### config.mk
export PLATFORM = sky130hd
export DESIGN_NAME = dbt_bank_decode
export DESIGN_NICKNAME = d
export VERILOG_FILES = /design/src/core/dbt_bank_decode.v
export VERILOG_INCLUDE_DIRS = /design/src /design/src/core
export SDC_FILE = /design/constraint.sdc
export NUM_CORES = 1
export LEC_CHECK = 0
export ABC_AREA = 1
export BUFFER_PORTS_ARGS = -buffer_cell sky130_fd_sc_hd__buf_4
export CAP_MARGIN = 20
export CORE_AREA = 5 5 116 118
export DETAILED_ROUTE_END_ITERATION = 10
export DIE_AREA = 0 0 121 123
export PLACE_DENSITY = 0.83
export SKIP_LAST_GASP = 1
export SLEW_MARGIN = 10
export SYNTH_ARGS = -nofsm -noshare
export SYNTH_HDL_FRONTEND = slang
export SYNTH_SLANG_ARGS = --single-unit
export TNS_END_PERCENT = 10
### constraint.sdc
create_clock -name sys_clk -period 4.64 [get_ports sys_clk]
set_input_delay 0.696 -clock sys_clk [delete_from_list [all_inputs] [get_ports sys_clk]]
set_output_delay 0.696 -clock sys_clk [all_outputs]
set_load 0.02 [all_outputs]
### src/core/dbt_consts.vh
// register map, field positions, codes and timing counts for the dram bank decode block
`ifndef DBT_CONSTS_VH
`define DBT_CONSTS_VH

// register byte offsets inside the block window (haddr[7:0])
`define DBT_ADDR_W         8
`define DBT_OFS_BASE0      8'h4c
`define DBT_OFS_MASK0      8'h50
`define DBT_OFS_BASE1      8'h58
`define DBT_OFS_MASK1      8'h5c
`define DBT_OFS_TIMING     8'h60
`define DBT_OFS_CTRL0      8'h64
`define DBT_OFS_CTRL1      8'h68
`define DBT_OFS_STATUS     8'h6c
`define DBT_BANK_STRIDE    8'h0c
`define DBT_CTRL_STRIDE    8'h04

// strobe_timing_config fields
`define DBT_TM_EDO         14
`define DBT_TM_CP          1
`define DBT_TM_CSR         0
`define DBT_TM_RESET       3'h0

// bank_base_reg / bank_mask_reg fields (transfer address bits 31..17)
`define DBT_CMP_W          15
`define DBT_CMP_LO         17
`define DBT_BASE_LO        1
`define DBT_BAM_LO         17
`define DBT_SC             4
`define DBT_SD             3
`define DBT_UC             2
`define DBT_UD             1

// bank_control_reg fields
`define DBT_CTRL_W         8
`define DBT_CTRL_RESET     8'h00
`define DBT_PS_HI          7
`define DBT_PS_LO          6
`define DBT_BPS_HI         5
`define DBT_BPS_LO         4
`define DBT_PM_HI          3
`define DBT_PM_LO          2
`define DBT_WR             1
`define DBT_RD             0

// codes
`define DBT_PS_32          2'h0
`define DBT_PS_8           2'h1
`define DBT_PM_NORMAL      2'h0
`define DBT_PM_BURST       2'h1
`define DBT_PM_FAST        2'h3
`define DBT_BPS_512        2'h0
`define DBT_BPS_1K         2'h1
`define DBT_BPS_2K         2'h2
`define DBT_LANES_32       4'hf
`define DBT_LANES_8        4'h8
`define DBT_LANES_16       4'hc
`define DBT_PAGE_BITS_512  4'h9
`define DBT_PAGE_BITS_1K   4'ha
`define DBT_PAGE_BITS_2K   4'hb
`define DBT_PAGE_BITS_NONE 4'h0

// strobe times in half system clocks
`define DBT_PRE_STD_0      3'h1
`define DBT_PRE_STD_1      3'h3
`define DBT_PRE_EDO_0      3'h2
`define DBT_PRE_EDO_1      3'h4
`define DBT_LEAD_0         3'h2
`define DBT_LEAD_1         3'h4

`endif

### src/core/dbt_bank_decode.v
// dram bank decode and strobe timing configuration with ahb-lite register slave
//
// How it works
// RULE1 - non-edo page precharge 0.5 or 1.5 clocks
// RULE2 - edo page precharge 1.0 or 2.0 clocks
// RULE3 - refresh column strobe leads 1.0/2.0 clocks
// RULE4 - software writes timing before alternate transfers
// RULE5 - compare base bits 31-17 per bank
// RULE6 - base and mask survive both resets
// RULE7 - alternate master hidden address bits read zero
// RULE8 - mask bit one makes base bit don't-care
// RULE9 - core transfer types blocked by mask bits
// RULE10 - alternate master ignores transfer type masks
// RULE11 - port size selects data byte lanes
// RULE12 - page size code 512, 1k, 2k
// RULE13 - page mode normal, burst or fast
// RULE14 - write enable gates strobes on writes
// RULE15 - read enable gates strobes on reads
// RULE16 - both resets clear bank control registers
// RULE17 - edo matters only in page modes
// RULE18 - hit needs match, allowed type, direction
//
// Chosen here: the AHB-Lite interface to the registers.
`timescale 1ns/1ps
`include "dbt_consts.vh"

module dbt_bank_decode #(
  parameter NUM_BANKS = 2
) (
  input  wire        sys_clk,
  input  wire        rst_b,
  input  wire        normal_rst,
  input  wire        hsel,
  input  wire [31:0] haddr,
  input  wire [1:0]  htrans,
  input  wire        hwrite,
  input  wire [2:0]  hsize,
  input  wire [31:0] hwdata,
  input  wire        hready,
  output wire        hreadyout,
  output wire        hresp,
  output reg  [31:0] hrdata,
  input  wire        xfer_req,
  input  wire [31:0] xfer_addr,
  input  wire        xfer_write,
  input  wire        xfer_alt,
  input  wire        xfer_super,
  input  wire        xfer_code,
  input  wire [3:0]  ext_addr_pin_en,
  output reg         dec_valid_q,
  output reg         dec_hit_q,
  output reg         dec_bank_q,
  output reg  [3:0]  dec_lanes_q,
  output reg  [1:0]  dec_port_width_sel_q,
  output reg  [1:0]  dec_page_style_q,
  output reg  [3:0]  dec_page_bits_q,
  output reg         dec_edo_active_q,
  output reg  [2:0]  dec_cas_pre_half_q,
  output reg  [2:0]  refresh_cas_lead_half_q
);

  // ---------------------------------------------------------------- bus slave
  // zero wait state: every register read or write completes in its data phase
  assign hreadyout = 1'b1;
  assign hresp     = 1'b0;

  // writes are posted: the address is caught in the address phase and hwdata
  // one edge later, so a read taken right behind a write still sees the old
  // contents

  wire                  bus_take = hsel & htrans[1] & hready;
  reg                   wr_pend_q;
  reg [`DBT_ADDR_W-1:0] wr_addr_q;

  always @(posedge sys_clk or negedge rst_b) begin
    if (!rst_b) begin
      wr_pend_q <= 1'b0;
      wr_addr_q <= {`DBT_ADDR_W{1'b0}};
    end else begin
      wr_pend_q <= bus_take & hwrite;
      if (bus_take & hwrite) begin
        wr_addr_q <= haddr[`DBT_ADDR_W-1:0];
      end
    end
  end

  // hsize is not checked: only word transfers are expected on this window
  wire wr_timing = wr_pend_q & (wr_addr_q == `DBT_OFS_TIMING);

  // ---------------------------------------------------------------- timing config
  reg tm_edo_q;
  reg tm_cp_q;
  reg tm_csr_q;

  // software is expected to load this before any alternate master transfer;
  // nothing here blocks a write during one, the decode simply picks up the
  // new bits on the next request
  // master reset clears it, the normal reset leaves it alone
  always @(posedge sys_clk or negedge rst_b) begin
    if (!rst_b) begin
      {tm_edo_q, tm_cp_q, tm_csr_q} <= `DBT_TM_RESET;
    end else if (wr_timing) begin
      // RULE4
      tm_edo_q <= hwdata[`DBT_TM_EDO];
      tm_cp_q  <= hwdata[`DBT_TM_CP];
      tm_csr_q <= hwdata[`DBT_TM_CSR];
    end
  end

  // ---------------------------------------------------------------- per bank
  // the compare word is transfer address bits 31..17, msb first; a bank is
  // reachable by an alternate master only if its base bits above the wired-out
  // pins are zero or masked
  wire [`DBT_CMP_W-1:0] cmp_addr;
  wire [3:0]            hid_top;

  // alternate masters only see the pins that are wired out as address lines
  assign hid_top  = xfer_alt ? (xfer_addr[27:24] & ext_addr_pin_en) : xfer_addr[27:24]; // RULE7
  assign cmp_addr = {(xfer_alt ? 4'h0 : xfer_addr[31:28]), hid_top,
                     xfer_addr[23:`DBT_CMP_LO]}; // RULE7

  wire [NUM_BANKS-1:0]              bk_match;
  wire [NUM_BANKS-1:0]              bk_type_ok;
  wire [NUM_BANKS-1:0]              bk_dir_ok;
  wire [NUM_BANKS-1:0]              bk_hit;
  wire [NUM_BANKS*`DBT_CMP_W-1:0]   bk_base;
  wire [NUM_BANKS*`DBT_CMP_W-1:0]   bk_bam;
  wire [NUM_BANKS*4-1:0]            bk_tmask;
  wire [NUM_BANKS*`DBT_CTRL_W-1:0]  bk_ctrl;

  genvar gi;
  generate
    for (gi = 0; gi < NUM_BANKS; gi = gi + 1) begin : g_bank
      // offsets worked out as integers, then cut to the window width
      localparam integer           OFS_BASE_I = `DBT_OFS_BASE0 + gi * `DBT_BANK_STRIDE;
      localparam integer           OFS_MASK_I = `DBT_OFS_MASK0 + gi * `DBT_BANK_STRIDE;
      localparam integer           OFS_CTRL_I = `DBT_OFS_CTRL0 + gi * `DBT_CTRL_STRIDE;
      localparam [`DBT_ADDR_W-1:0] OFS_BASE   = OFS_BASE_I[`DBT_ADDR_W-1:0];
      localparam [`DBT_ADDR_W-1:0] OFS_MASK   = OFS_MASK_I[`DBT_ADDR_W-1:0];
      localparam [`DBT_ADDR_W-1:0] OFS_CTRL   = OFS_CTRL_I[`DBT_ADDR_W-1:0];

      reg [`DBT_CMP_W-1:0]  base_q;
      reg [`DBT_CMP_W-1:0]  bam_q;
      reg [3:0]             tmask_q;
      reg [`DBT_CTRL_W-1:0] ctrl_q;
      reg                   type_blk;

      // no reset at all: contents must survive master and normal reset
      always @(posedge sys_clk) begin
        if (wr_pend_q && wr_addr_q == OFS_BASE) begin
          base_q <= hwdata[`DBT_BASE_LO +: `DBT_CMP_W]; // RULE6
        end
        if (wr_pend_q && wr_addr_q == OFS_MASK) begin
          bam_q   <= hwdata[`DBT_BAM_LO +: `DBT_CMP_W]; // RULE6
          tmask_q <= {hwdata[`DBT_SC], hwdata[`DBT_SD], hwdata[`DBT_UC], hwdata[`DBT_UD]};
        end
      end

      always @(posedge sys_clk or negedge rst_b) begin
        if (!rst_b) begin
          ctrl_q <= `DBT_CTRL_RESET; // RULE16
        end else if (normal_rst) begin
          ctrl_q <= `DBT_CTRL_RESET; // RULE16
        end else if (wr_pend_q && wr_addr_q == OFS_CTRL) begin
          ctrl_q <= hwdata[`DBT_CTRL_W-1:0];
        end
      end

      // tmask_q order: {sc, sd, uc, ud}
      always @* begin
        case ({xfer_super, xfer_code})
          2'h3:    type_blk = tmask_q[3]; // RULE9
          2'h2:    type_blk = tmask_q[2]; // RULE9
          2'h1:    type_blk = tmask_q[1]; // RULE9
          default: type_blk = tmask_q[0]; // RULE9
        endcase
      end

      assign bk_match[gi]   = ~|((cmp_addr ^ base_q) & ~bam_q); // RULE5 RULE8
      assign bk_type_ok[gi] = xfer_alt | ~type_blk; // RULE10
      assign bk_dir_ok[gi]  = xfer_write ? ctrl_q[`DBT_WR] : ctrl_q[`DBT_RD]; // RULE14 RULE15
      assign bk_hit[gi]     = bk_match[gi] & bk_type_ok[gi] & bk_dir_ok[gi]; // RULE18

      assign bk_base[gi*`DBT_CMP_W +: `DBT_CMP_W]   = base_q;
      assign bk_bam[gi*`DBT_CMP_W +: `DBT_CMP_W]    = bam_q;
      assign bk_tmask[gi*4 +: 4]                    = tmask_q;
      assign bk_ctrl[gi*`DBT_CTRL_W +: `DBT_CTRL_W] = ctrl_q;
    end
  endgenerate

  // ---------------------------------------------------------------- bank select
  // the lowest numbered bank that fully hits wins; overlapping banks are a setup error
  // a bank that matches but is disabled for this direction does not hide
  // another bank behind it
  reg                   sel_hit;
  reg                   sel_bank;
  reg [`DBT_CTRL_W-1:0] sel_ctrl;
  integer               bi;

  always @* begin
    sel_hit  = 1'b0;
    sel_bank = 1'b0;
    sel_ctrl = `DBT_CTRL_RESET;
    for (bi = NUM_BANKS - 1; bi >= 0; bi = bi - 1) begin
      if (bk_hit[bi]) begin
        sel_hit  = 1'b1;
        sel_bank = bi[0];
        sel_ctrl = bk_ctrl[bi*`DBT_CTRL_W +: `DBT_CTRL_W];
      end
    end
  end

  wire [1:0] sel_ps  = sel_ctrl[`DBT_PS_HI:`DBT_PS_LO];
  wire [1:0] sel_bps = sel_ctrl[`DBT_BPS_HI:`DBT_BPS_LO];
  wire [1:0] sel_pm  = sel_ctrl[`DBT_PM_HI:`DBT_PM_LO];

  reg [3:0] lanes_d;
  reg [3:0] page_bits_d;
  reg [1:0] style_d;
  reg       page_mode_d;
  reg       edo_active_d;
  reg [2:0] pre_half_d;

  // 10 and 11 both mean a 16-bit port on the upper lanes
  // a reserved page size gives no page bits, but page mode and edo timing still follow the mode code
  // edo timing only matters once a page is kept open
  always @* begin
    case (sel_ps)
      `DBT_PS_32: lanes_d = `DBT_LANES_32; // RULE11
      `DBT_PS_8:  lanes_d = `DBT_LANES_8;  // RULE11
      default:    lanes_d = `DBT_LANES_16; // RULE11
    endcase
    case (sel_bps)
      `DBT_BPS_512: page_bits_d = `DBT_PAGE_BITS_512; // RULE12
      `DBT_BPS_1K:  page_bits_d = `DBT_PAGE_BITS_1K;  // RULE12
      `DBT_BPS_2K:  page_bits_d = `DBT_PAGE_BITS_2K;  // RULE12
      default:      page_bits_d = `DBT_PAGE_BITS_NONE;
    endcase
    // the reserved mode code falls back to single accesses
    case (sel_pm)
      `DBT_PM_BURST: style_d = `DBT_PM_BURST;  // RULE13
      `DBT_PM_FAST:  style_d = `DBT_PM_FAST;   // RULE13
      default:       style_d = `DBT_PM_NORMAL; // RULE13
    endcase
    page_mode_d  = (style_d == `DBT_PM_BURST) | (style_d == `DBT_PM_FAST);
    edo_active_d = tm_edo_q & page_mode_d; // RULE17
    if (edo_active_d) begin
      pre_half_d = tm_cp_q ? `DBT_PRE_EDO_1 : `DBT_PRE_EDO_0; // RULE2
    end else begin
      pre_half_d = tm_cp_q ? `DBT_PRE_STD_1 : `DBT_PRE_STD_0; // RULE1
    end
  end

  // ---------------------------------------------------------------- decode output
  // a blocked or missed transfer leaves every strobe-related field at zero;
  // port size and page style fall back to the reset control codes there, as no bank is selected
  always @(posedge sys_clk or negedge rst_b) begin
    if (!rst_b) begin
      dec_valid_q          <= 1'b0;
      dec_hit_q            <= 1'b0;
      dec_bank_q           <= 1'b0;
      dec_lanes_q          <= 4'h0;
      dec_port_width_sel_q <= 2'h0;
      dec_page_style_q     <= 2'h0;
      dec_page_bits_q      <= 4'h0;
      dec_edo_active_q     <= 1'b0;
      dec_cas_pre_half_q   <= 3'h0;
    end else begin
      dec_valid_q <= xfer_req;
      if (xfer_req) begin
        dec_hit_q            <= sel_hit; // RULE14 RULE15 RULE18
        dec_bank_q           <= sel_bank;
        dec_lanes_q          <= sel_hit ? lanes_d : 4'h0;
        dec_port_width_sel_q <= sel_ps;
        dec_page_style_q     <= style_d;
        dec_page_bits_q      <= page_mode_d ? page_bits_d : `DBT_PAGE_BITS_NONE;
        dec_edo_active_q     <= edo_active_d;
        dec_cas_pre_half_q   <= page_mode_d ? pre_half_d : 3'h0; // RULE1 RULE2
      end
    end
  end

  // refresh only ever uses column-before-row, so the lead is global
  // it takes effect one edge after the timing write lands
  always @(posedge sys_clk or negedge rst_b) begin
    if (!rst_b) begin
      refresh_cas_lead_half_q <= `DBT_LEAD_0;
    end else begin
      refresh_cas_lead_half_q <= tm_csr_q ? `DBT_LEAD_1 : `DBT_LEAD_0; // RULE3
    end
  end

  // ---------------------------------------------------------------- status
  // last decode: [1:0] address match, [3:2] type allowed, [5:4] direction on,
  // [6] hit, [7] bank, [8] alternate master
  // debug view only; the layout assumes exactly two banks
  reg [8:0] status_q;

  always @(posedge sys_clk or negedge rst_b) begin
    if (!rst_b) begin
      status_q <= 9'h000;
    end else if (xfer_req) begin
      status_q <= {xfer_alt, sel_bank, sel_hit, bk_dir_ok[1:0], bk_type_ok[1:0],
                   bk_match[1:0]};
    end
  end

  // ---------------------------------------------------------------- read mux
  // read data is registered in the address phase so it stands through the data phase
  // reserved bits read as zero; unmapped offsets read all zero
  reg [31:0] rd_d;

  always @* begin
    rd_d = 32'h0000_0000;
    case (haddr[`DBT_ADDR_W-1:0])
      `DBT_OFS_BASE0:  rd_d[`DBT_BASE_LO +: `DBT_CMP_W] = bk_base[0 +: `DBT_CMP_W];
      `DBT_OFS_BASE1:  rd_d[`DBT_BASE_LO +: `DBT_CMP_W] = bk_base[`DBT_CMP_W +: `DBT_CMP_W];
      `DBT_OFS_MASK0: begin
        rd_d[`DBT_BAM_LO +: `DBT_CMP_W]                         = bk_bam[0 +: `DBT_CMP_W];
        {rd_d[`DBT_SC], rd_d[`DBT_SD], rd_d[`DBT_UC], rd_d[`DBT_UD]} = bk_tmask[3:0];
      end
      `DBT_OFS_MASK1: begin
        rd_d[`DBT_BAM_LO +: `DBT_CMP_W]                         = bk_bam[`DBT_CMP_W +: `DBT_CMP_W];
        {rd_d[`DBT_SC], rd_d[`DBT_SD], rd_d[`DBT_UC], rd_d[`DBT_UD]} = bk_tmask[7:4];
      end
      `DBT_OFS_TIMING: begin
        rd_d[`DBT_TM_EDO] = tm_edo_q;
        rd_d[`DBT_TM_CP]  = tm_cp_q;
        rd_d[`DBT_TM_CSR] = tm_csr_q;
      end
      `DBT_OFS_CTRL0:  rd_d[`DBT_CTRL_W-1:0] = bk_ctrl[0 +: `DBT_CTRL_W];
      `DBT_OFS_CTRL1:  rd_d[`DBT_CTRL_W-1:0] = bk_ctrl[`DBT_CTRL_W +: `DBT_CTRL_W];
      `DBT_OFS_STATUS: rd_d[8:0] = status_q;
      default:         rd_d = 32'h0000_0000;
    endcase
  end

  always @(posedge sys_clk or negedge rst_b) begin
    if (!rst_b) begin
      hrdata <= 32'h0000_0000;
    end else if (bus_take & ~hwrite) begin
      // only a read address phase moves it, so it stands for the whole
      // data phase whatever the master drives there
      hrdata <= rd_d;
    end
  end

endmodule // dbt_bank_decode

==> run summary, run 1 <==
Routed Antenna Nets -> 0
Cell Pwr Density -> 361 nW/um2
Num CTS Buffers -> 17
worst-skew pair later-pin latency -> 430 ps
share of the synthesized area in the top cell type -> 29.6%
gpl congestion -> 0.908
Worst setup EP type -> flop
initial antenna violation count -> 0
first-pass GRT wire length -> 28100 um
MaxCap Viol Count -> 0
vias in the first global route -> 5647
clk buf depth -> 2
IO Port Bufs -> 120
Startpoint Class -> primary input
post-synthesis cell count -> 780
Fmax -> 406 MHz
CTS hold repair buffers -> 0
setup bufs post-CTS -> 0
DRC -> 0
H-tree depth reported by CTS -> 4
Syn. warnings -> 0
CP Launch Point -> haddr[1]
share of cells above drive strength 1 -> 20.5%
clock root buffer -> clkbuf_16
Cell Area, Synth -> 7010 um2
# rows -> 41
Ant. Diodes -> 0
Final Hold Fails -> 0
Slew @ Worst Pin -> 942 ps
initial core utilization -> 56.7%
status -> complete, no violations
arrival time worst endpoint -> 2800 ps
DIE AREA -> 14900 um2
top cells by area, synth -> dfrtp_1 30%, edfxtp_1 29%, nand2_1 13%, inv_1 6.1%, nand3_1 4.9%
post-layout util -> 70.2%
Seq/Total Area, Yosys -> 59.2%
unrepaired setup endpoints after global routing -> no
RR Startpoint -> g_bank[1].base_q[6]
shortest period the worst path allows -> 2460 ps
Routed wire per std cell -> 16.9 um
CTS tree -> built
CP max FO -> 11
Final Max Tran Viols -> 0
clk slew on worst S/H paths -> 60 ps
final wirelength -> 18400 um
Rel. slew slack -> 37.0%
GR Util All Layers -> 24.9%
Sink Count -> 152
DP Wirelength -> 13200 um
Area Growth Syn to Fin -> 23.8%
Synth Area per Inst -> 8.98 um2
Core ar. -> 12400 um2
Post-CTS Resized -> 0
die height -> 123 um
I/O pin total -> 172
post-route clock skew -> 7.15 ps
number of vias per cell -> 5.48
peak supply drop -> 0.210 mV
overflow left after global routing -> 0
setup tns final -> 0 ps
final setup fails -> 0
Yosys cell types -> 40
Initial DRC Count -> 642
first-pass iteration count of the detailed router -> 6
Worst Path Class, Setup -> in2reg
die span in x -> 121 um
largest net degree at the start of global routing -> 85
# nets final -> 1022
post-synthesis register bit count -> 152
area leader, netlist -> dfrtp_1
Worst Hold Class -> in2async
WP data required -> 4970 ps
total number of vias -> 5964
Final period util -> 53.1%
LEAKAGE -> 0.00428 uW
-- per-stage QoR --
stage	worst slack (ps)	cell area [um2]	hold WS [ps]	cells	power, uW
final	2180	8680	140	1089	3130
after global routing	2010	8680	153	1089	3220
after CTS	2280	8630	404	1086	3120
after detailed placement	1850	8030	389	1054	1760
after global placement	1900	8030	391	1054	1750
after floorplan	1680	7020	374	783	1630
-- metal layers --
layer / part of all wire [%] / vias to the layer above / track usage, %
met5: 0 / - / 0
li1: - / 2791 / -
met4: 3.3 / 0 / 10.1
met3: 10 / 51 / 5.95
met2: 47 / 321 / 39.4
met1: 40 / 2801 / 33.4
-- flip-flops by register name, indices dropped and copies added, names as in the netlist, 2 cells and up --
signal / cells
hrdata: 31
dec_cas_pre_half_q: 3
dec_page_style_q: 2
refresh_cas_lead_half_q: 2
g_bank.ctrl_q: 16
wr_addr_q: 8
g_bank.bam_q: 30
dec_page_bits_q: 3
g_bank.base_q: 30
g_bank.tmask_q: 8
dec_lanes_q: 2
status_q: 9
dec_port_width_sel_q: 2
-- cell usage in the layout (no fill, tap or decap), types with 12 or more instances in the layout --
| cell type | count |
|---|---|
| a21oi_1 | 12 |
| buf_4 | 125 |
| clkbuf_16 | 18 |
| dfrtp_1 | 83 |
| edfxtp_1 | 68 |
| inv_1 | 114 |
| nand2_1 | 245 |
| nand3_1 | 69 |
| nor2_1 | 32 |
| o21ai_0 | 45 |
| o22ai_1 | 27 |
-- cells in the mapped netlist, drive strengths merged --
library cell    n
a31oi           4
nand2         252
conb            2
o32a            1
o21ai          51
ha              2
nor4            1
edfxtp         68
inv           117
o22ai          27
clkbuf         15
nand3          74
a221oi          2
o221ai          1
a211oi          2
nor2           37
mux2            1
dfrtp          83
buf            10
nor3b           2
and2            1
nand4           5
dfstp           1
nor3            6
a21oi          14
o2111ai         1
-- critical path, cell delays in order --
cell	delay (ps)
buf_4	110
nor2_1	180
nand2_1	110
nor2_1	200
nand4_1	610
inv_1	450
a21oi_1	120
nor3b_1	170
o21ai_0	130
-- final timing paths --
kind | slack, ps | endpoint | cells after the start
worst max-delay path | 2180 | hrdata[3] | 9
worst min register to register | 400 | refresh_cas_lead_half_q[2] | 0
worst max register to register | 2490 | dec_cas_pre_half_q[1] | 14
worst min-delay path | 140 | hrdata[21] | 1
max in group asynchronous | 3840 | refresh_cas_lead_half_q[1] | 2
min in group sys_clk | 400 | refresh_cas_lead_half_q[2] | 0
-- power by group --
part / switching (uW) / leakage, uW / internal, uW
clock: 561 / 0.000291 / 831
combinational: 152 / 0.00227 / 95.1
sequential: 36.9 / 0.00172 / 1460
total: 750 / 0.00428 / 2380
-- kinds of logic after synthesis --
| family | count (synthesis) | synth area share, % |
|---|---|---|
| AO/OA/AOI/OAI | 103 | 8.53 |
| multiplexers | 1 | 0.161 |
| flip-flops | 152 | 59.2 |
| AND/OR/NAND/NOR | 378 | 23.3 |
| buffers and inverters | 142 | 8.41 |
| adder cells (fa/ha/maj) | 2 | 0.357 |
| other | 2 | 0.107 |
-- cell type report --
class | count | area, um2
clock buffers | 20 | 458
clock inverters | 12 | 139
fillers | 939 | 3680
inverters | 117 | 444
multi-input cells | 489 | 2300
flip-flops and latches | 152 | 4150
well taps | 172 | 215
repair buffers | 127 | 981
Note: power is estimated with default switching activity, not from simulation.
==> run 2, diff against run 1 <==
--- a/config.mk
+++ b/config.mk
@@ -9,10 +9,10 @@
 export ABC_AREA = 1
 export BUFFER_PORTS_ARGS = -buffer_cell sky130_fd_sc_hd__buf_4
 export CAP_MARGIN = 20
-export CORE_AREA = 5 5 116 118
+export CORE_AREA = 5 5 120 122
 export DETAILED_ROUTE_END_ITERATION = 10
-export DIE_AREA = 0 0 121 123
-export PLACE_DENSITY = 0.83
+export DIE_AREA = 0 0 125 127
+export PLACE_DENSITY = 0.78
 export SKIP_LAST_GASP = 1
 export SLEW_MARGIN = 10
 export SYNTH_ARGS = -nofsm -noshare
==> constraint.sdc (replaced) <==
create_clock -name sys_clk -period 2.4 [get_ports sys_clk]
set_input_delay 0.36 -clock sys_clk [delete_from_list [all_inputs] [get_ports sys_clk]]
set_output_delay 0.36 -clock sys_clk [all_outputs]
set_load 0.02 [all_outputs]
==> run 2 against run 1 <==
Effect of this change: the flow now finishes with violations (negative hold slack); sequential share of layout area fell by 0.53 points; total power rose by 96%; clock power rose by 99%; first-iteration DRC count fell by 14%; register-to-register slack got worse by 2300 ps; critical endpoint is now dec_page_bits_q[1]; largest power group unchanged.
==> run summary, run 2 (same netlist as run 1, synthesis figures left out) <==
FF-to-FF End -> dec_page_bits_q[1]
Largest stage delay, worst path -> 410 ps (-200 ps)
setup tns final -> 0 ps (unchanged)
final wirelength -> 18600 um (+1.3%)
H-tree depth reported by CTS -> 4 (unchanged)
Fillers -> 1050 (+12%)
CTS tree -> built
Critical-path top delay cell -> edfxtp_1
Post-CTS Resized -> 0 (unchanged)
initial core utilization -> 53.6% (-3.1 points)
max reg flops -> 31 (unchanged)
placed cells -> 1072 (+1.7%)
cell family with most CP delay -> simple AND/OR/NAND/NOR gates
Cell Pwr Density -> 699 nW/um2 (+94%)
post-route clock skew -> 8.19 ps (+1.04 ps)
arrival time worst endpoint -> 2500 ps (-300 ps)
Routed Antenna Nets -> 0 (unchanged)
Fmax -> 456 MHz
MaxCap Viol Count -> 0 (unchanged)
die span in x -> 125 um (+3.3%)
WP data required -> 2700 ps (-2270 ps)
DRC -> 0 (unchanged)
Worst R2R Setup Slack -> 210 ps (-2280 ps)
DIE AREA -> 15900 um2 (+6.7%)
initial antenna violation count -> 0 (unchanged)
Startpoint Class -> flop
register area -> 4150 um2 (unchanged)
Worst Reg-to-Reg Cells -> 12 (-2)
clk slew on worst S/H paths -> 60 ps (about the same)
# nets final -> 1033 (+1.1%)
DP Wirelength -> 13400 um (+1.6%)
CTS hold repair buffers -> 0 (unchanged)
clock share of power -> 45.1% (+0.7 points)
status -> complete, but fails checks
overflow left after global routing -> 0 (unchanged)
P_int -> 4740 uW (+99%)
Largest regs -> hrdata x31, g_bank.bam_q x30, g_bank.base_q x30
final setup fails -> 0 (unchanged)
Area Growth Syn to Fin -> 25.2%
Worst setup EP type -> flop
vias in the first global route -> 5847 (+3.5%)
first-pass GRT wire length -> 29600 um (+5.5%)
worst hold margin -> -13.4 ps (-153 ps)
Sw Ratio -> 22.8% (-1.1 points)
Initial DRC Count -> 552 (-14%)
Largest Register -> hrdata
most frequent cells in the layout -> 245 x nand2_1, 137 x buf_4, 114 x inv_1
I/O pin total -> 172 (unchanged)
IO Port Bufs -> 120 (unchanged)
first-pass iteration count of the detailed router -> 5 (-1)
Multi-input gate area -> 2300 um2 (+0.38%)
Worst Path Class, Setup -> reg2reg
CP max FO -> 8 (-3)
clk buf depth -> 2 (unchanged)
setup bufs post-CTS -> 0 (unchanged)
gpl congestion -> 0.973 (+7.1%)
Ant. Diodes -> 0 (unchanged)
Layout Cells excl Fill -> 1104 (+1.4%)
largest net degree at the start of global routing -> 53 (-38%)
failing checks -> negative hold slack
# rows -> 42 (+2.4%)
RR Startpoint -> g_bank[0].base_q[5]
peak supply drop -> 0.518 mV (+150%)
unrepaired setup endpoints after global routing -> no
Final Max Tran Viols -> 0 (unchanged)
Final period util -> 91.3%
Sink Count -> 152 (unchanged)
LEAKAGE -> 0.00432 uW (+0.92%)
Comb pwr share -> 7.8% (about the same)
shortest period the worst path allows -> 2190 ps
Seq pwr share -> 47.1% (-0.6 points)
clock root buffer -> clkbuf_16
Routed wire per std cell -> 16.9 um (about the same)
most common cell after layout, fill and taps aside -> nand2_1
number of vias per cell -> 5.32 (-2.9%)
worst-skew pair later-pin latency -> 420 ps (about the same)
Rel. slew slack -> 52.0% (+15 points)
Core ar. -> 13100 um2 (+5.8%)
share of cells above drive strength 1 -> 21.2% (+0.73 points)
cell chain of the critical path -> inv_1, nand2_1, nand3_1, nand2_1, nor2_1, nand2_1, nor2_2, nand3_2, o21ai_1, ha_1, nand3_1, nand2_1
total number of vias -> 5872 (-1.5%)
crit path buf inv count -> 1 (-1)
Num CTS Buffers -> 17 (unchanged)
GR Util All Layers -> 23.8% (-1.1 points)
Slew @ Worst Pin -> 719 ps (-222 ps)
Worst Hold Class -> in2async
die height -> 127 um (+3.3%)
Sw Pwr -> 1400 uW (+87%)
CP most frequent cell -> nand2_1
Final Hold Fails -> 1 (+1)
-- run 2: cell types whose count changed in the layout (fill, tap and decap cells not counted), sizes merged --
cell      change
bufinv        +2
clkinv        -1
inv           -4
clkinvlp      +3
buf          +11
-- run 2: layer usage --
metal	track usage (%)	up-vias	routed length, um
li1	-	2812	-
met1	31.1	2729	7660
met2	38.9	286	8850
met3	5.47	45	1690
met4	9.38	0	456
met5	0	-	0
-- run 2: layout make-up --
class,instances,share of cell area (%)
clock buffers,20,4.98
flip-flops and latches,152,47.2
inverters,117,5.06
clock inverters,12,2.01
well taps,176,2.51
multi-input cells,489,26.3
repair buffers,138,11.9
-- run 2: power by group through the flow --
stage	Sequential (uW)	Combinational (uW)	Clock, uW
6_report	2890	481	2770
5_1_grt	2890	538	2890
4_1_cts	2890	483	2800
3_5_place_dp	2930	476	0
3_3_place_gp	2930	464	0
2_1_floorplan	2940	207	0
-- run 2: worst max path at each step --
stage | start | endpoint | slack (ps) | depth (start not counted)
floorplan | wr_addr_q[7] | g_bank[0].bam_q[0] | 220 | 3
global placement | xfer_alt | dec_cas_pre_half_q[1] | 220 | 15
detailed placement | xfer_alt | dec_page_bits_q[1] | 140 | 12
CTS | g_bank[1].base_q[6] | dec_page_bits_q[1] | 210 | 14
global route | g_bank[1].base_q[4] | dec_page_bits_q[1] | 30 | 14
finish | g_bank[0].base_q[5] | dec_page_bits_q[1] | 210 | 12
-- run 2: through the flow --
stage / util [%] / area [um2] / power [uW] / hold WS, ps / setup WS [ps]
3_3_place_gp: 62.4 / 8160 / 3400 / 392 / 216
5_1_grt: 67.1 / 8780 / 6330 / 42.2 / 31.8
4_1_cts: 67.1 / 8780 / 6160 / 12.3 / 214
3_5_place_dp: 62.4 / 8160 / 3410 / 393 / 140
2_1_floorplan: - / 7030 / 3150 / 64.4 / 224
6_report: 67.1 / 8780 / 6140 / -13.4 / 209
-- run 2: worst register-to-register path, stage by stage, from the launching register on --
cell and delay (ps):
edfxtp_1 410, inv_1 80, nand2_1 50, nand3_1 70, nand2_1 70, nor2_1 130
nand2_1 80, nor2_2 200, nand3_2 210, o21ai_1 320, ha_1 290, nand3_1 90
nand2_1 60
==> run 3, diff against run 2 <==
--- a/config.mk
+++ b/config.mk
@@ -9,10 +9,10 @@
 export ABC_AREA = 1
 export BUFFER_PORTS_ARGS = -buffer_cell sky130_fd_sc_hd__buf_4
 export CAP_MARGIN = 20
-export CORE_AREA = 5 5 120 122
+export CORE_AREA = 5 5 127 129
 export DETAILED_ROUTE_END_ITERATION = 10
-export DIE_AREA = 0 0 125 127
-export PLACE_DENSITY = 0.78
+export DIE_AREA = 0 0 132 134
+export PLACE_DENSITY = 0.73
 export SKIP_LAST_GASP = 1
 export SLEW_MARGIN = 10
 export SYNTH_ARGS = -nofsm -noshare
==> constraint.sdc (replaced) <==
create_clock -name sys_clk -period 1.8 [get_ports sys_clk]
set_input_delay 0.27 -clock sys_clk [delete_from_list [all_inputs] [get_ports sys_clk]]
set_output_delay 0.27 -clock sys_clk [all_outputs]
set_load 0.02 [all_outputs]
==> run 3 against run 2 <==
Effect of this change: the run ends with negative setup slack left; global-route usage is 1.9 points lower; sequential share of layout area fell by 3.3 points; non-clock buffer count is 74 higher; critical path depth up 2; worst setup slack worse by 420 ps; core utilization decreased by 3.8 points; die area up 11%; total power grew 25%; final cell count increased by 7.8%; critical endpoint is now dec_cas_pre_half_q[1]; highest routed layer unchanged.
==> run summary, run 3 (same netlist as run 1, synthesis figures left out) <==
# rows -> 45 (+7.1%)
DP Wirelength -> 14400 um (+7.5%)
Fmax -> 496 MHz (+8.8%)
Final Hold Fails -> 0 (-1)
clock root buffer -> clkbuf_16
GR Util All Layers -> 21.9% (-1.9 points)
Fillers -> 1228 (+17%)
overflow left after global routing -> 0 (unchanged)
CP max FO -> 4 (-4)
largest net degree at the start of global routing -> 35 (-34%)
post-route clock skew -> 6.73 ps (-1.46 ps)
Worst setup EP type -> flop
Sink Count -> 152 (unchanged)
initial core utilization -> 47.0% (-6.6 points)
Startpoint Class -> flop
unrepaired setup endpoints after global routing -> yes
Ant. Diodes -> 0 (unchanged)
most common cell after layout, fill and taps aside -> nand2_1
Design Power -> 7670 uW (+25%)
post-route design area -> 9440 um2 (+7.6%)
Final Max Tran Viols -> 0 (unchanged)
clk slew on worst S/H paths -> 60 ps (about the same)
Num CTS Buffers -> 17 (unchanged)
Largest Register -> hrdata
IO Port Bufs -> 120 (unchanged)
first-pass GRT wire length -> 30100 um (+1.7%)
number of vias per cell -> 5.10 (-4.2%)
Area Growth Syn to Fin -> 34.7%
Initial DRC Count -> 436 (-21%)
register area -> 4150 um2 (unchanged)
Final period util -> 112% (+21 points)
Core ar. -> 14900 um2 (+14%)
Layout Cells excl Fill -> 1190 (+7.8%)
first-pass iteration count of the detailed router -> 5 (unchanged)
dpl cell area -> 8730 um2 (+6.9%)
H-tree depth reported by CTS -> 4 (unchanged)
most frequent cells in the layout -> 237 x nand2_1, 204 x buf_4, 108 x inv_1
shortest period the worst path allows -> 2010 ps (-177 ps)
peak supply drop -> 0.678 mV (+31%)
LEAKAGE -> 0.00466 uW (+7.8%)
Routed wire per std cell -> 16.5 um (-2.3%)
total number of vias -> 6064 (+3.3%)
WP data required -> 2110 ps (-590 ps)
Cell Pwr Density -> 812 nW/um2 (+16%)
status -> complete, but fails checks
final worst setup slack -> -215 ps (-423 ps)
# nets final -> 1107 (+7.2%)
Multi-input gate area -> 2430 um2 (+5.3%)
worst-skew pair later-pin latency -> 420 ps (about the same)
placed cells -> 1149 (+7.2%)
max reg flops -> 31 (unchanged)
CTS tree -> built
worst hold margin -> 31.5 ps (+44.9 ps)
share of cells above drive strength 1 -> 29.1% (+7.9 points)
Worst Path Class, Setup -> reg2reg
Routed Antenna Nets -> 0 (unchanged)
Worst Hold Class -> in2reg
clk buf depth -> 2 (unchanged)
final wirelength -> 19600 um (+5.3%)
Slew @ Worst Pin -> 1050 ps (+335 ps)
failing checks -> negative setup slack
die height -> 134 um (+5.5%)
Rel. slew slack -> 29.7% (-22 points)
final setup fails -> 21 (+21)
post-layout util -> 63.3% (-3.8 points)
MaxCap Viol Count -> 0 (unchanged)
Largest regs -> hrdata x31, g_bank.bam_q x30, g_bank.base_q x30
vias in the first global route -> 5742 (-1.8%)
arrival time worst endpoint -> 2330 ps (-170 ps)
initial antenna violation count -> 0 (unchanged)
I/O pin total -> 172 (unchanged)
DRC -> 0 (unchanged)
die span in x -> 132 um (+5.6%)
gpl congestion -> 0.889 (-8.6%)
DIE AREA -> 17700 um2 (+11%)
## run 3: metal layers
metal / routed length, um / up-vias / GRT usage (%)
li1: - / 2951 / -
met1: 8460 / 2863 / 29.4
met2: 9370 / 215 / 34.8
met3: 1410 / 35 / 5.66
met4: 396 / 0 / 7.71
met5: 0 / - / 0
## run 3: report_power, final
part	internal (uW)	switching [uW]
Combinational	283	411
Clock	1740	1380
Sequential	3750	95.0
Total	5780	1890
## run 3: critical path, cell delays in order, from the launching register on
cell	delay, ps
edfxtp_1	410
inv_2	70
nand2_1	40
nand3_1	80
nand2_2	80
nor2_4	140
nand2_2	70
nor2_4	140
nand2_2	90
nor2_4	160
nand3_4	110
a21oi_4	180
ha_4	220
nand3_2	50
nand2_1	40
## run 3: final cells by class
cell class | count | area share [%]
well taps | 188 | 2.49
clock buffers | 19 | 4.59
inverters | 117 | 4.71
repair buffers | 212 | 17.7
multi-input cells | 489 | 25.7
clock inverters | 13 | 0.862
flip-flops and latches | 152 | 43.9
## run 3: repair_timing
item,in CTS,in global routing
buffers inserted,5,4
pin swaps,11,19
gates resized for setup,7,27
endpoints found under the setup margin,21,31
endpoints found under the hold margin,22,0
hold buffers,1,0
## run 3: path summary, 6_finish.rpt
check | start | end | slack [ps] | cells after the start
setup / recovery | g_bank[1].base_q[4] | dec_cas_pre_half_q[1] | -210 | 14
hold / removal | hwdata[27] | g_bank[0].bam_q[10] | 30 | 1
setup reg to reg | g_bank[1].base_q[4] | dec_cas_pre_half_q[1] | -210 | 14
hold reg to reg | tm_csr_q | refresh_cas_lead_half_q[2] | 400 | 0
max in group asynchronous | rst_b | refresh_cas_lead_half_q[1] | 950 | 3
min in group asynchronous | rst_b | dec_page_style_q[0] | 300 | 2
## run 3: through the flow
stage	setup slack, ps	setup TNS [ps]
final	-215	-1760
after global routing	-330	-5170
after CTS	-262	-2010
after detailed placement	-281	-3100
after global placement	-230	-2100
after floorplan	-162	-3120
